==> config.mk <==
export PLATFORM = sky130hd
export DESIGN_NAME = supply_thermal_fault_supervisor
export DESIGN_NICKNAME = d
export VERILOG_FILES = /design/src/supervisor_pkg.sv /design/src/flag_cell.sv /design/src/supply_thermal_fault_supervisor.sv
export SDC_FILE = /design/constraint.sdc
export NUM_CORES = 1
export LEC_CHECK = 0
export BUFFER_PORTS_ARGS = -buffer_cell sky130_fd_sc_hd__buf_2
export CORE_ASPECT_RATIO = 2
export CORE_MARGIN = 2
export CORE_UTILIZATION = 50
export DETAILED_ROUTE_END_ITERATION = 10
export PLACE_DENSITY = 0.84
export SLEW_MARGIN = 10
export SYNTH_ARGS = -nofsm -noshare
export SYNTH_HDL_FRONTEND = slang
export SYNTH_HIERARCHICAL = 1
export SYNTH_SLANG_ARGS = --single-unit
==> constraint.sdc <==
create_clock -name clk_i -period 4.1 [get_ports clk_i]
set_clock_uncertainty 0.2 [all_clocks]
set_input_delay 0.82 -clock clk_i [delete_from_list [all_inputs] [get_ports clk_i]]
set_output_delay 0.82 -clock clk_i [all_outputs]
set_load 0.005 [all_outputs]
==> src/supervisor_pkg.sv <==
`default_nettype none
package supervisor_pkg;
  // Core clock rate
  localparam int CLK_MHZ          = 20;
  // Main-rail short filter time in microseconds
  localparam int SHORT_FILTER_US  = 4000;
  // Reset delay time in microseconds, plain default
  localparam int RESET_DELAY_US   = 10000;
  // Derived cycle counts
  localparam int SHORT_FILTER_CYC = SHORT_FILTER_US * CLK_MHZ;
  localparam int RESET_DELAY_CYC  = RESET_DELAY_US * CLK_MHZ;
  // Width of the timing counters
  localparam int CNT_W            = 18;
  // Consecutive undervoltage events that force fail-safe
  localparam logic [2:0] UV_FS_COUNT   = 3'h4;
  // Transceiver fail field value on overtemperature
  localparam logic [1:0] XCVR_FAIL_OT  = 2'h1;
  // Reset values of status and control
  localparam logic [1:0] XCVR_FAIL_RST = 2'h0;
  localparam logic       TX_EN_RST     = 1'b1;

  // Operating modes
  typedef enum logic [2:0] {
    MODE_INIT     = 3'b000,
    MODE_NORMAL   = 3'b001,
    MODE_STOP     = 3'b010,
    MODE_SLEEP    = 3'b011,
    MODE_RESTART  = 3'b100,
    MODE_FAILSAFE = 3'b101
  } mode_e;

  // Comparator and pin levels from the analog side
  typedef struct packed {
    logic       batt_uv;
    logic       highside_uv;
    logic       highside_ov;
    logic       main_warn;
    logic       main_uv;
    logic       main_ov;
    logic       aux_uv;
    logic       xcvr_uv;
    logic       aux_ot;
    logic       ext_ot;
    logic       xcvr_ot;
    logic [3:0] highside_ot;
    logic       failsafe_config_pin;
    logic       wake;
  } cmp_s;

  // Sticky status flags
  typedef struct packed {
    logic       battery_undervoltage_flag;
    logic       highside_supply_uv_flag;
    logic       highside_supply_ov_flag;
    logic       main_rail_warning_flag;
    logic       main_rail_uv_flag;
    logic       repeated_uv_failsafe_flag;
    logic       main_rail_ov_flag;
    logic       main_rail_short_flag;
    logic       failure_flag;
    logic       aux_reg_uv_flag;
    logic       transceiver_supply_uv_flag;
    logic       block_overtemp_flag;
    logic       aux_reg_overtemp_flag;
    logic       ext_reg_overtemp_flag;
    logic [3:0] highside_oc_ot_flags;
  } flags_s;

  localparam int FLAG_W = $bits(flags_s);
endpackage
`default_nettype wire

==> src/flag_cell.sv <==
`timescale 1ns/1ps
`default_nettype none
// One sticky status bit
module flag_cell (
  input  wire logic clk_i,
  input  wire logic rst_n_i,
  input  wire logic en_i,
  input  wire logic set_i,
  input  wire logic clr_i,
  input  wire logic hold_i,
  output var  logic flag_o
);
  // Whole state of the cell
  typedef struct packed {
    logic flag;
  } cell_s;

  cell_s q;  // Registered state
  cell_s d;  // Next state

  // Set wins over clear; clear blocked while cause persists
  always_comb begin
    d = q;
    if (set_i) begin
      d.flag = 1'b1;
    end else if (clr_i && !hold_i) begin
      d.flag = 1'b0;
    end
  end

  // State register with clock enable
  always_ff @(posedge clk_i or negedge rst_n_i) begin
    if (!rst_n_i) begin
      q <= '0;
    end else if (en_i) begin
      q <= d;
    end
  end

  assign flag_o = q.flag;
endmodule  // flag_cell
`default_nettype wire

==> src/supply_thermal_fault_supervisor.sv <==
// What this block does
// - Battery undervoltage sets only its flag, clear after
// - Battery undervoltage disables ext regulator unless kept
// - Battery undervoltage suspends main-rail short protection
// - Battery recovery re-enables disabled functions automatically
// - Highside undervoltage sets only its flag
// - Highside overvoltage sets only its flag
// - Main-rail prewarning sets warning flag only
// - Main-rail undervoltage: reset low, flag, restart
// - Count consecutive undervoltage in init, stop, and normal without battery undervoltage
// - Fourth event: fail-safe, flag; counter clears
// - Main-rail overvoltage always sets flag in init/normal
// - Overvoltage reset, pin one: restart, then normal
// - Overvoltage reset, pin zero: fail-safe, fail outputs
// - Main rail low too long: short, fail-safe
// - Load sharing disables transistor per keep bits
// - Aux and transceiver undervoltage set SPI-clear flags
// - Block overtemperature switches stage off, sets flag
// - Aux or stand-alone ext overtemperature clears enables
// - Load-sharing overtemperature: off, auto back on
// - Transceiver overtemperature: receive only, fail field 01
// - Highside overtemperature: all off, bits cleared, flags
`timescale 1ns/1ps
`default_nettype none
module supply_thermal_fault_supervisor #(
  parameter int SHORT_CYC = supervisor_pkg::SHORT_FILTER_CYC,  // Short filter cycles
  parameter int DELAY_CYC = supervisor_pkg::RESET_DELAY_CYC    // Reset delay cycles
) (
  input  wire logic                   clk_i,
  input  wire logic                   rst_n_i,
  input  wire logic                   en_i,
  input  wire supervisor_pkg::cmp_s   cmp_i,
  input  wire supervisor_pkg::flags_s flag_clr_i,
  input  wire logic                   soft_reset_i,
  input  wire logic                   mode_req_valid_i,
  input  wire supervisor_pkg::mode_e  mode_req_i,
  input  wire logic                   aux_en_wr_i,
  input  wire logic [1:0]             aux_en_i,
  input  wire logic                   ext_en_wr_i,
  input  wire logic [1:0]             ext_en_i,
  input  wire logic                   hs_ctrl_wr_i,
  input  wire logic [3:0]             hs_ctrl_i,
  input  wire logic                   ov_rst_wr_i,
  input  wire logic                   ov_rst_i,
  input  wire logic                   ext_reg_keep_on_in_batt_uv_i,
  input  wire logic                   loadshare_stop_keep_on_i,
  input  wire logic                   loadshare_i,
  input  wire logic                   fail_out_clr_i,
  input  wire logic                   xcvr_fail_clr_i,
  output var  supervisor_pkg::mode_e  mode_o,
  output var  logic                   reset_output_n_o,
  output var  logic                   fail_outputs_o,
  output var  logic                   main_rail_on_o,
  output var  logic                   ext_reg_on_o,
  output var  logic [1:0]             aux_reg_enable_bits_o,
  output var  logic [1:0]             ext_reg_enable_bits_o,
  output var  logic [3:0]             highside_ctrl_o,
  output var  logic                   overvoltage_reset_enable_o,
  output var  logic                   tx_enable_o,
  output var  logic [1:0]             xcvr_fail_o,
  output var  logic [2:0]             uv_count_o,
  output var  supervisor_pkg::flags_s flags_o
);
  localparam int CW = supervisor_pkg::CNT_W;
  localparam logic [CW-1:0] SC_LAST = CW'(SHORT_CYC - 1);  // Last short-filter count
  localparam logic [CW-1:0] RD_LAST = CW'(DELAY_CYC - 1);  // Last reset-delay count

  // Whole state of the supervisor
  typedef struct packed {
    supervisor_pkg::cmp_s  s1;        // Synchroniser first stage
    supervisor_pkg::cmp_s  s2;        // Synchronised levels
    supervisor_pkg::cmp_s  s3;        // Previous levels for edges
    supervisor_pkg::mode_e mode;      // Operating mode
    logic                  rst_rel;   // Reset output released
    logic                  rail_on;   // Main rail switched on
    logic                  fail_out;  // Fail outputs active
    logic [CW-1:0]         dly;       // Reset delay counter
    logic [CW-1:0]         sc;        // Short filter counter
    logic [2:0]            uvc;       // Consecutive undervoltage count
    logic                  ov_rst;    // Overvoltage reset enable
    logic                  ov_pend;   // Restart caused by overvoltage
    logic [1:0]            aux_en;    // Aux regulator enables
    logic                  aux_chg;   // Aux enables just changed
    logic [1:0]            ext_en;    // Ext regulator enables
    logic                  ext_on;    // Ext regulator drive
    logic [3:0]            hs_ctrl;   // Highside control bits
    logic                  tx_en;     // Transmitter enabled
    logic [1:0]            xfail;     // Transceiver fail field
  } st_s;

  st_s                    q;          // Registered state
  st_s                    d;          // Next state
  supervisor_pkg::cmp_s   lvl;        // Synchronised levels
  supervisor_pkg::cmp_s   rise;       // Rising edges
  supervisor_pkg::flags_s set_v;      // Flag set requests
  supervisor_pkg::flags_s hold_v;     // Flag clear blockers
  supervisor_pkg::flags_s flags_q;    // Flag cell outputs
  logic                   uv_ev;      // Counted undervoltage event
  logic                   ov_fs;      // Overvoltage fail-safe entry
  logic                   sc_run;     // Short filter running

  // Next-state logic
  always_comb begin
    d      = q;
    set_v  = '0;
    hold_v = '0;
    uv_ev  = 1'b0;
    ov_fs  = 1'b0;
    sc_run = 1'b0;
    // Two-flop synchroniser, then edge history
    d.s1   = cmp_i;
    d.s2   = q.s1;
    d.s3   = q.s2;
    lvl    = q.s2;
    rise   = supervisor_pkg::cmp_s'(q.s2 & ~q.s3);

    // Host writes to control bits
    if (aux_en_wr_i) begin
      d.aux_en = aux_en_i;
    end
    if (ext_en_wr_i) begin
      d.ext_en = ext_en_i;
    end
    if (hs_ctrl_wr_i) begin
      d.hs_ctrl = hs_ctrl_i;
    end
    if (ov_rst_wr_i) begin
      d.ov_rst = ov_rst_i;
    end
    if (fail_out_clr_i) begin
      d.fail_out = 1'b0;
    end
    if (xcvr_fail_clr_i) begin
      d.xfail = supervisor_pkg::XCVR_FAIL_RST;
    end

    // Mode requests from the host
    if (mode_req_valid_i && (q.mode == supervisor_pkg::MODE_INIT ||
        q.mode == supervisor_pkg::MODE_NORMAL || q.mode == supervisor_pkg::MODE_STOP)) begin
      case (mode_req_i)
        supervisor_pkg::MODE_NORMAL,
        supervisor_pkg::MODE_STOP: begin
          d.mode = mode_req_i;
        end
        supervisor_pkg::MODE_SLEEP: begin
          if (q.mode != supervisor_pkg::MODE_INIT) begin
            d.mode    = supervisor_pkg::MODE_SLEEP;
            d.rail_on = 1'b0;
            d.rst_rel = 1'b0;
          end
        end
        default: begin
          d.mode = q.mode;
        end
      endcase
    end

    // Wake from sleep or fail-safe restarts the main rail
    if (lvl.wake && (q.mode == supervisor_pkg::MODE_SLEEP ||
        q.mode == supervisor_pkg::MODE_FAILSAFE)) begin
      d.mode    = supervisor_pkg::MODE_RESTART;
      d.rail_on = 1'b1;
      d.rst_rel = 1'b0;
      d.dly     = '0;
    end

    // Battery and highside supply flags
    set_v.battery_undervoltage_flag  = lvl.batt_uv;
    hold_v.battery_undervoltage_flag = lvl.batt_uv;
    set_v.highside_supply_uv_flag    = lvl.highside_uv;
    hold_v.highside_supply_uv_flag   = lvl.highside_uv;
    set_v.highside_supply_ov_flag    = lvl.highside_ov;
    hold_v.highside_supply_ov_flag   = lvl.highside_ov;

    // Counter clear by flag clear or soft reset
    if (flag_clr_i.main_rail_uv_flag || soft_reset_i) begin
      d.uvc = '0;
    end

    // Main-rail events, not while the rail is off
    if (q.rail_on && q.mode != supervisor_pkg::MODE_SLEEP) begin
      set_v.main_rail_warning_flag = rise.main_warn;
      if (rise.main_uv && q.mode != supervisor_pkg::MODE_FAILSAFE) begin
        set_v.main_rail_uv_flag = 1'b1;
        d.rst_rel = 1'b0;
        d.dly     = '0;
        uv_ev = (q.mode == supervisor_pkg::MODE_INIT ||
                 q.mode == supervisor_pkg::MODE_STOP ||
                 (q.mode == supervisor_pkg::MODE_NORMAL && !lvl.batt_uv));
        if (uv_ev && q.uvc + 3'h1 == supervisor_pkg::UV_FS_COUNT) begin
          d.mode = supervisor_pkg::MODE_FAILSAFE;
          set_v.repeated_uv_failsafe_flag = 1'b1;
        end else begin
          d.mode = supervisor_pkg::MODE_RESTART;
          if (uv_ev) begin
            d.uvc = q.uvc + 3'h1;
          end
        end
      end
    end

    // Main-rail overvoltage in init and normal
    if (rise.main_ov && (q.mode == supervisor_pkg::MODE_INIT ||
        q.mode == supervisor_pkg::MODE_NORMAL)) begin
      set_v.main_rail_ov_flag = 1'b1;
      if (q.ov_rst) begin
        d.fail_out = 1'b1;
        if (lvl.failsafe_config_pin) begin
          d.mode    = supervisor_pkg::MODE_RESTART;
          d.ov_pend = 1'b1;
          d.rst_rel = 1'b0;
          d.dly     = '0;
        end else begin
          d.mode = supervisor_pkg::MODE_FAILSAFE;
          ov_fs  = 1'b1;
        end
      end
    end

    // Reset delay once the rail is good, or after an overvoltage restart
    if ((q.mode == supervisor_pkg::MODE_INIT || q.mode == supervisor_pkg::MODE_RESTART) &&
        !q.rst_rel && d.mode == q.mode && (!lvl.main_uv || q.ov_pend)) begin
      if (q.dly == RD_LAST) begin
        d.rst_rel = 1'b1;
        d.dly     = '0;
        if (q.mode == supervisor_pkg::MODE_RESTART) begin
          d.mode = supervisor_pkg::MODE_NORMAL;
        end
        if (q.ov_pend) begin
          d.ov_pend = 1'b0;
          d.ov_rst  = 1'b0;
        end
      end else begin
        d.dly = q.dly + CW'(1);
      end
    end

    // Short filter, suspended during battery undervoltage
    sc_run = q.rail_on && lvl.main_uv && !lvl.batt_uv &&
             q.mode != supervisor_pkg::MODE_SLEEP &&
             q.mode != supervisor_pkg::MODE_FAILSAFE;
    if (sc_run) begin
      if (q.sc == SC_LAST) begin
        set_v.main_rail_short_flag = 1'b1;
        set_v.failure_flag         = 1'b1;
        d.rail_on  = 1'b0;
        d.fail_out = 1'b1;
        d.mode     = supervisor_pkg::MODE_FAILSAFE;
        d.sc       = '0;
      end else begin
        d.sc = q.sc + CW'(1);
      end
    end else begin
      d.sc = '0;
    end

    // Fail-safe entry bookkeeping
    if (d.mode == supervisor_pkg::MODE_FAILSAFE && q.mode != supervisor_pkg::MODE_FAILSAFE) begin
      d.uvc     = '0;
      d.rst_rel = 1'b0;
      d.ov_pend = 1'b0;
    end

    // Aux regulator overtemperature and undervoltage
    if (lvl.aux_ot && |q.aux_en) begin
      d.aux_en = 2'h0;
      set_v.aux_reg_overtemp_flag = 1'b1;
      set_v.block_overtemp_flag   = 1'b1;
    end
    d.aux_chg = (d.aux_en != q.aux_en);
    set_v.aux_reg_uv_flag = lvl.aux_uv && |q.aux_en && !q.aux_chg;
    set_v.transceiver_supply_uv_flag = lvl.xcvr_uv;

    // Ext regulator overtemperature
    if (lvl.ext_ot && |q.ext_en) begin
      set_v.ext_reg_overtemp_flag = 1'b1;
      if (!loadshare_i) begin
        d.ext_en = 2'h0;
      end
    end
    d.ext_on = |d.ext_en &&
               !(lvl.batt_uv && !ext_reg_keep_on_in_batt_uv_i) &&
               !(loadshare_i && d.mode == supervisor_pkg::MODE_STOP &&
                 !loadshare_stop_keep_on_i) &&
               !(loadshare_i && lvl.ext_ot);

    // Transceiver overtemperature: receive only
    d.tx_en = !lvl.xcvr_ot;
    if (lvl.xcvr_ot) begin
      d.xfail = supervisor_pkg::XCVR_FAIL_OT;
      set_v.block_overtemp_flag = 1'b1;
    end

    // Highside overtemperature turns all switches off
    if (|(lvl.highside_ot & q.hs_ctrl)) begin
      d.hs_ctrl = 4'h0;
      set_v.highside_oc_ot_flags = 4'hf;
      set_v.block_overtemp_flag  = 1'b1;
    end

    // Overtemperature flags clear only after cooling
    hold_v.block_overtemp_flag   = lvl.aux_ot | lvl.xcvr_ot | (|lvl.highside_ot);
    hold_v.aux_reg_overtemp_flag = lvl.aux_ot;
    hold_v.ext_reg_overtemp_flag = lvl.ext_ot;
    hold_v.highside_oc_ot_flags  = lvl.highside_ot;
  end

  // State register with clock enable
  always_ff @(posedge clk_i or negedge rst_n_i) begin
    if (!rst_n_i) begin
      q         <= '0;
      q.mode    <= supervisor_pkg::MODE_INIT;
      q.rail_on <= 1'b1;
      q.tx_en   <= supervisor_pkg::TX_EN_RST;
    end else if (en_i) begin
      q <= d;
    end
  end

  // One sticky cell per flag bit
  for (genvar i = 0; i < supervisor_pkg::FLAG_W; i++) begin : g_flag
    flag_cell u_flag (
      .clk_i   (clk_i),
      .rst_n_i (rst_n_i),
      .en_i    (en_i),
      .set_i   (set_v[i]),
      .clr_i   (flag_clr_i[i]),
      .hold_i  (hold_v[i]),
      .flag_o  (flags_q[i])
    );
  end

  // Outputs straight from state flops
  assign mode_o                     = q.mode;
  assign reset_output_n_o           = q.rst_rel;
  assign fail_outputs_o             = q.fail_out;
  assign main_rail_on_o             = q.rail_on;
  assign ext_reg_on_o               = q.ext_on;
  assign aux_reg_enable_bits_o      = q.aux_en;
  assign ext_reg_enable_bits_o      = q.ext_en;
  assign highside_ctrl_o            = q.hs_ctrl;
  assign overvoltage_reset_enable_o = q.ov_rst;
  assign tx_enable_o                = q.tx_en;
  assign xcvr_fail_o                = q.xfail;
  assign uv_count_o                 = q.uvc;
  assign flags_o                    = flags_q;
endmodule  // supply_thermal_fault_supervisor
`default_nettype wire

==> impl_metrics.toml, run 1 <==
[power]
ir_drop_uv = 374
power.density_nw_per_um2 = 537
leakagePower_nw = 3.07

[setup_path]
crit_chain = "xor2_1 > a211oi_1 > nor3_1 > o221ai_2 > a21oi_1 > buf_4 > a31oi_1"
critical_path_class = "reg -> reg"
start_kind = "register"
slowest_stage = "dfrtp_1"
max_stage_delay_ps = 640
cp.arrival_ps = 3100
cp_top_family = "compound AO/OA/AOI/OAI gates"
cp-end-kind = "register"
r2r-start = "mode_o[2]"
r2r_cells = 7
critPathMaxFanout = 14
r2r_slack_ps = 1120
worst_ep_required_time_ps = 4220
cp_num_buf_inv = 1
rr_endpoint = "q[41]"

[layout]
areaGrowthSynthToFinish_pct = 18.6
num_antenna_cells = 0
finalNetCount = 715
utilization = 0.609
drive_gt1_frac = 0.287
fillers = 887
final_area_sq_um = 6920

[route]
wl_mm = 14.2
wl_per_cell_um = 17.7
drt_iter0_drc = 271
first_pass_iters = 6
vias = 4906
drt-vias-per-instance = 6.09
ant_nets = 0
drcViolationCount = 0

[clocking]
h-tree-depth = 4
clockRootBuffer = "clkbuf_16"
clockBufferDepth = 2
cts_tree = "yes"
cts_resized = 0
clock_sinks = 114
path_clk_slew_ps = 60
clk-insertion-delay-late_ps = 410
cts_buffers = 17
cts_hold_buf = 0
post_cts_buffers = 0

[timing]
finalCriticalPeriod_ps = 2980
fin_crit_sh = 0.727
finalSetupViolCount = 0
max_slew_margin = 0.481
max_freq_mhz = 336
rsz0062_at_grt = "no"
finalSetupTns_ps = 0
timing_hold_violations_final = 0
worst_slew_pin_slew_ps = 774
slew_viol_final = 0

[synth]
ys_types = 70
synth_warnings = 6
avgSynthCellArea_sq_um = 10.5
synth_edf_count = 0
synth_seq_area_share = 0.489
synth_top_cell_area_share = 0.480
synth.most_common_cell = "dfrtp_1"
yosys-top-cells-area = "dfrtp_1 48%, mux2_2 7.1%, a22o_1 4.1%"
syn-cell-area_sq_um = 5840
ys_async_sr_fraction = 1.00
synth_top_cell_by_area = "dfrtp_1"
synth.ff_latch_count = 114
synthTopCellsByCount = "112 x dfrtp_1, 44 x nand2_1, 37 x mux2_2"
synthFlopType = "dfrtp_1"
syn_inst = 558

[floorplan]
initial_core_util = 0.514
io_pins = 101
die_h_um = 157
fp.dieW_um = 80.4
fp-row-count = 55
dieArea_sq_um = 12600
core_sq_um = 11400

[global_route]
antenna_found_initial = 0
track_usage = 0.238
grt_max_degree = 103
grt-ovfl-total = 0
grt_pass1_vias = 5120
grt_pass1_wl_mm = 23.7

[placed_design]
place_area_sq_um = 6330
io_buffers = 99
dpl.hpwl_mm = 9.75
gp_congestion = 0.908

[flow_run]
drv_cap = 0

[outcome]
status = "finished, final reports clean"

[min_path]
hp-class = "in -> async"
sequential cells by signal, summed over array words and instances (netlist names), 2 cells and up:
signal,flops
aux_reg_enable_bits_o,2
d,34
ext_reg_enable_bits_o,2
g_flag.u_flag/flag_o,18
highside_ctrl_o,4
mode_o,3
q,41
uv_count_o,3
power by group:
part | switching [mW] | leakage, nW | internal (mW)
clock network | 0.554 | 0.277 | 0.902
logic | 0.444 | 1.36 | 0.363
registers | 0.164 | 1.43 | 1.29
total | 1.16 | 3.07 | 2.55
how the worst max path moves through the flow:
stage	start	end	slack, ps	cells past startpoint
final	mode_o[2]	q[41]	1120	7
after global routing	mode_o[2]	q[46]	910	7
after CTS	mode_o[2]	q[46]	1200	7
after detailed placement	mode_req_i[0]	q[41]	1050	7
after global placement	mode_req_i[0]	q[41]	1090	7
after floorplan	mode_req_i[0]	q[36]	1370	7
cell type report:
cell class / instances / area, sq um / area share
flip-flops and latches: 114 / 2860 / 0.413
multi-input cells: 394 / 2670 / 0.386
repair buffers: 102 / 548 / 0.0792
clock buffers: 18 / 429 / 0.0620
well taps: 142 / 178 / 0.0257
clock inverters: 14 / 158 / 0.0228
inverters: 21 / 78.8 / 0.0114
worst register-to-register path: cells and delay by family (launching register included):
family,cells,cell delay (ps)
flip-flops,1,640
AO/OA/AOI/OAI,4,1410
buffers and inverters,1,230
AND/OR/NAND/NOR,1,240
XOR/XNOR,1,180
cells in the final DEF (no fill, tap or decap), types with 3 or more instances in the layout:
master      Yosys  final
inv_6           0      3
ha_1            4      4
or3_1           7      7
nand2b_1        4      4
dfrtp_1       112    112
inv_1          21     21
o31ai_1         3      3
xor2_1          6      6
nor4_1          6      6
and2_1          4      4
nand3_1        21     21
nor3_1         15     15
nor3b_1         3      3
o21ai_0        28     28
a32oi_1         3      3
conb_1          1      9
nor2_1         33     33
buf_2           1     97
mux2_2         37     37
a21oi_1         9      9
nand3b_1       21     21
and3_1          9      9
o21a_1          3      3
nand4_1         5      5
clkinv_4        0      5
nand2_1        44     44
a31oi_1        25     25
a22o_1         27     27
o2bb2ai_1       7      7
o22ai_1         3      3
a32o_1          4      4
xnor2_1         5      5
or2_2           3      3
clkbuf_16       0     17
clkinvlp_4      0      3
buf_4          17      3
nor2b_1         6      6
cell families after synthesis:
logic type      synth area share
mux                       0.0748
buf+inv                   0.0579
other cells             0.000642
xor+xnor                  0.0165
flops                      0.489
simple gates               0.184
fa+ha+maj                0.00857
compound gates             0.168
metrics by stage:
step | hold slack, ps | setup WS [ps] | total power, mW | std cells
global route | 288 | 910 | 3.90 | 805
finish | 233 | 1120 | 3.71 | 805
detailed placement | 276 | 1050 | 2.26 | 773
floorplan | 243 | 1370 | 2.05 | 566
global placement | 277 | 1090 | 2.22 | 773
CTS | 262 | 1200 | 3.72 | 805
metal layers:
layer / wire [um] / vias up / GRT usage
met5: 0 / - / 0
met3: 651 / 44 / 0.0525
met2: 7840 / 179 / 0.417
met4: 483 / 0 / 0.136
li1: - / 2239 / -
met1: 5240 / 2444 / 0.259
Note: power is estimated with default switching activity, not from simulation.
==> run 2, diff against run 1 <==
- PLACE_DENSITY: 0.84 -> 0.87
- clock period: 4.1 -> 2.45 ns (I/O delays scaled with it)
==> run 2 against run 1 <==
  * The flow now finishes with violations (negative setup slack)
  * Sequential power increased by 66%
  * Critical endpoint unchanged
  * First-iteration DRC count increased by 110%
  * Final cell count increased by 7.6%
  * Register-to-register slack got worse by 1200 ps
  * Total power increased by 88%
  * Hold slack got worse by 140 ps
  * Routed wire length increased by 23%
==> impl_metrics.toml, run 2 (synthesized netlist as in run 1, its figures left out) <==
[outcome]
status = "finished with violations"
failed_checks = "negative setup slack"

[timing]
rsz0062_at_grt = "yes"
finalSetupViolCount = 18
slew_viol_final = 0
fin_crit_sh = 1.04
setup_slack_ps = -92.4
max_freq_mhz = 393
worst_slew_pin_slew_ps = 754
max_slew_margin = 0.497
finalCriticalPeriod_ps = 2540
timing_hold_violations_final = 0
whs_ps = 96.6
finalSetupTns_ps = -923

[power]
power.density_nw_per_um2 = 912
leakagePower_nw = 3.40
ir_drop_uv = 785

[global_route]
grt-ovfl-total = 0
antenna_found_initial = 0
grt_pass1_wl_mm = 25.7
grt_pass1_vias = 5420
grt_max_degree = 78
track_usage = 0.263

[route]
wl_per_cell_um = 20.1
first_pass_iters = 5
vias = 5569
drcViolationCount = 0
drt-vias-per-instance = 6.43
ant_nets = 0
drt_iter0_drc = 571
wl_mm = 17.4

[min_path]
hp-class = "in -> reg"

[floorplan]
initial_core_util = 0.514
die_h_um = 157
fp.dieW_um = 80.4
io_pins = 101
fp-row-count = 55
dieArea_sq_um = 12600
core_sq_um = 11400

[setup_path]
crit_chain = "buf_6 > and4bb_2 > o2bb2ai_1 > o211a_4 > o221ai_4 > or3_4 > a31oi_4"
cp.arrival_ps = 2680
cp-end-kind = "register"
critPathMaxFanout = 12
critical_path_class = "reg -> reg"
max_stage_delay_ps = 460
slowest_stage = "dfrtp_2"
start_kind = "register"
worst_ep_required_time_ps = 2580
cp_num_buf_inv = 1
cp_top_family = "compound AO/OA/AOI/OAI gates"

[layout]
largest_reg_flops = 41
final_area_sq_um = 7660
mostFrequentLayoutCells = "110 x dfrtp_1, 97 x buf_2, 55 x buf_4, 44 x nand2_1, 36 x mux2_2"
fillers = 782
areaGrowthSynthToFinish_pct = 31.3
largest-register = "q"
drive_gt1_frac = 0.385
final_common_cell = "dfrtp_1"
utilization = 0.675
num_antenna_cells = 0
finalNetCount = 776

[clocking]
path_clk_slew_ps = 60
clockBufferDepth = 2
cts_tree = "yes"
h-tree-depth = 4
clock_sinks = 114
clk-insertion-delay-late_ps = 420
clockRootBuffer = "clkbuf_16"
cts_buffers = 17

[placed_design]
place_area_sq_um = 6630
io_buffers = 99
dp_slack_ps = -265
dpl.hpwl_mm = 10.8
gp_congestion = 0.955

[flow_run]
drv_cap = 0
[run 2: area by class of cell]
type,instances,area (sq um),share of cell area
clock buffer,17,425,0.0555
clock inverter,15,149,0.0194
inverter,21,78.8,0.0103
multi-input combinational,397,2980,0.389
sequential,114,2860,0.373
tap,142,178,0.0232
timing repair buffer,160,996,0.130
[run 2: routing by layer]
layer,up-vias,wire [um],GRT usage
li1,2370,-,-
met1,2713,5960,0.283
met2,364,9340,0.458
met3,122,1090,0.0594
met4,0,1020,0.160
met5,-,0,0
[run 2: final timing paths]
check	startpoint	endpoint	slack, ps	depth (start not counted)
setup reg to reg	mode_o[2]	q[41]	-90	7
hold / removal	hs_ctrl_i[0]	highside_ctrl_o[0]	100	2
setup / recovery	mode_o[2]	q[41]	-90	7
hold reg to reg	tx_enable_o	tx_enable_o	290	2
min in group asynchronous	rst_n_i	uv_count_o[0]	230	2
max in group asynchronous	rst_n_i	mode_o[1]	1180	3
[run 2: power by group]
part	switching, mW	internal [mW]
clock	0.972	1.42
sequential	0.249	2.16
combinational	1.18	1.01
total	2.40	4.59
[run 2: worst reg2reg max path, stage by stage (launching register included)]
cell,delay [ps]
dfrtp_2,460
buf_6,230
and4bb_2,250
o2bb2ai_1,270
o211a_4,280
o221ai_4,160
or3_4,440
a31oi_4,170
[run 2: timing repair]
item | 4_1_cts | 5_1_grt
hold buffers | 1 | 0
endpoints found under the setup margin | 25 | 28
pin swaps | 6 | 19
resized for setup | 12 | 47
buffers inserted | 2 | 13
gates cloned | 1 | 3
endpoints found under the hold margin | 112 | 0
[run 2: metrics by stage]
step,std cells,power (mW)
4_1_cts,850,6.52
3_3_place_gp,814,3.89
2_1_floorplan,566,3.43
6_report,866,6.99
3_5_place_dp,814,3.98
5_1_grt,866,7.26
==> run 3, diff against run 2 <==
- RECOVER_POWER: default -> 25
==> run 3 against run 2 <==
  * Highest routed layer unchanged
  * Worst setup slack worse by 14 ps
  * Critical path type unchanged
  * Via count down 0.97%
  * Sequential power about the same
  * The flow still finishes with violations (negative setup slack)
==> impl_metrics.toml, run 3 (synthesized netlist as in run 1, its figures left out) <==
[outcome]
status = "finished with violations"
failed_checks = "negative setup slack"

[layout]
areaGrowthSynthToFinish_pct = 31.0
utilization = 0.673
num_antenna_cells = 0
mostFrequentLayoutCells = "110 x dfrtp_1, 97 x buf_2, 54 x buf_4, 44 x nand2_1, 36 x mux2_2"
largest-register = "q"
final_common_cell = "dfrtp_1"
finalNetCount = 776
largest_reg_flops = 41
drive_gt1_frac = 0.384
fin_cells = 866

[route]
vias = 5515
drt-vias-per-instance = 6.37
drcViolationCount = 0
ant_nets = 0
wl_mm = 17.4
wl_per_cell_um = 20.1
drt_iter0_drc = 537
first_pass_iters = 6

[timing]
finalSetupViolCount = 19
timing_hold_violations_final = 0
worst_slew_pin_slew_ps = 1070
max_slew_margin = 0.288
slew_viol_final = 0
whs_ps = 96.1
rsz0062_at_grt = "yes"
fin_crit_sh = 1.04
finalCriticalPeriod_ps = 2560
setup_slack_ps = -106
max_freq_mhz = 391

[setup_path]
cp_num_buf_inv = 2
start_kind = "register"
crit_chain = "buf_6 > and4bb_2 > nand4b_1 > o211a_4 > buf_4 > o221a_4 > a31oi_1 > a31oi_2"
cp-end-kind = "register"
worst_ep_required_time_ps = 2530
critical_path_class = "reg -> reg"
slowest_stage = "dfrtp_2"
cp.arrival_ps = 2630
max_stage_delay_ps = 480
critPathMaxFanout = 6
cp_top_family = "compound AO/OA/AOI/OAI gates"

[clocking]
h-tree-depth = 4
clk-insertion-delay-late_ps = 420
clockRootBuffer = "clkbuf_16"
cts_tree = "yes"
clockBufferDepth = 2
path_clk_slew_ps = 60
clock_sinks = 114
cts_buffers = 17

[floorplan]
fp-row-count = 55
core_sq_um = 11400
fp.dieW_um = 80.4
initial_core_util = 0.514
dieArea_sq_um = 12600
io_pins = 101
die_h_um = 157

[power]
power.density_nw_per_um2 = 914
ir_drop_uv = 788
leakagePower_nw = 3.39
p_total_mw = 6.99

[global_route]
grt-ovfl-total = 0
grt_max_degree = 78
track_usage = 0.263
grt_pass1_wl_mm = 25.7
antenna_found_initial = 0
grt_pass1_vias = 5420

[placed_design]
io_buffers = 99
dp_cells = 814
dpl.hpwl_mm = 10.8
gp_congestion = 0.955

[min_path]
hp-class = "in -> reg"

[flow_run]
drv_cap = 0
## run 3: path summary, 6_finish.rpt
kind                       slack (ps)                       to  depth (start not counted)    startpoint
setup / recovery                 -110                    q[52]                          8     mode_o[2]
hold / removal                    100       highside_ctrl_o[0]                          2  hs_ctrl_i[0]
setup reg to reg                 -110                    q[52]                          8     mode_o[2]
hold reg to reg                   290              tx_enable_o                          2   tx_enable_o
max in group asynchronous         480  g_flag[8].u_flag/flag_o                          3       rst_n_i
min in group asynchronous         240            uv_count_o[0]                          2       rst_n_i
## run 3: cell type report
type	instances	area, sq um
clock buffers	17	425
clock inverters	15	149
fillers	784	3710
inverters	21	78.8
multi-input cells	397	2980
flip-flops and latches	114	2860
well taps	142	178
repair buffers	160	980
## run 3: stage by stage
step	worst slack (ps)	TNS [ps]	cell area, sq um
after global placement	-237	-3050	6630
final	-106	-1040	7650
after CTS	16.0	0	7300
after global routing	-210	-3770	7650
after detailed placement	-265	-3850	6630
after floorplan	51.4	0	5870
## run 3: power breakdown
| part | total, mW | internal, mW | switching [mW] |
|---|---|---|---|
| clock | 2.40 | 1.42 | 0.976 |
| sequential | 2.41 | 2.16 | 0.249 |
| combinational | 2.18 | 1.01 | 1.18 |
## run 3: routing by layer
layer | wire [um] | vias up | GRT usage
li1 | - | 2363 | -
met3 | 1020 | 103 | 0.0594
met5 | 0 | - | 0
met1 | 6070 | 2728 | 0.283
met4 | 925 | 0 | 0.160
met2 | 9400 | 321 | 0.458
## run 3: what timing repair did
action                                 in CTS  in global routing
gates resized for setup                    12                 47
setup endpoints to repair                  25                 28
pin swaps                                   6                 19
endpoints found under the hold margin     112                  0
buffers inserted                            2                 13
hold buffers                                1                  0
cloned                                      1                  3
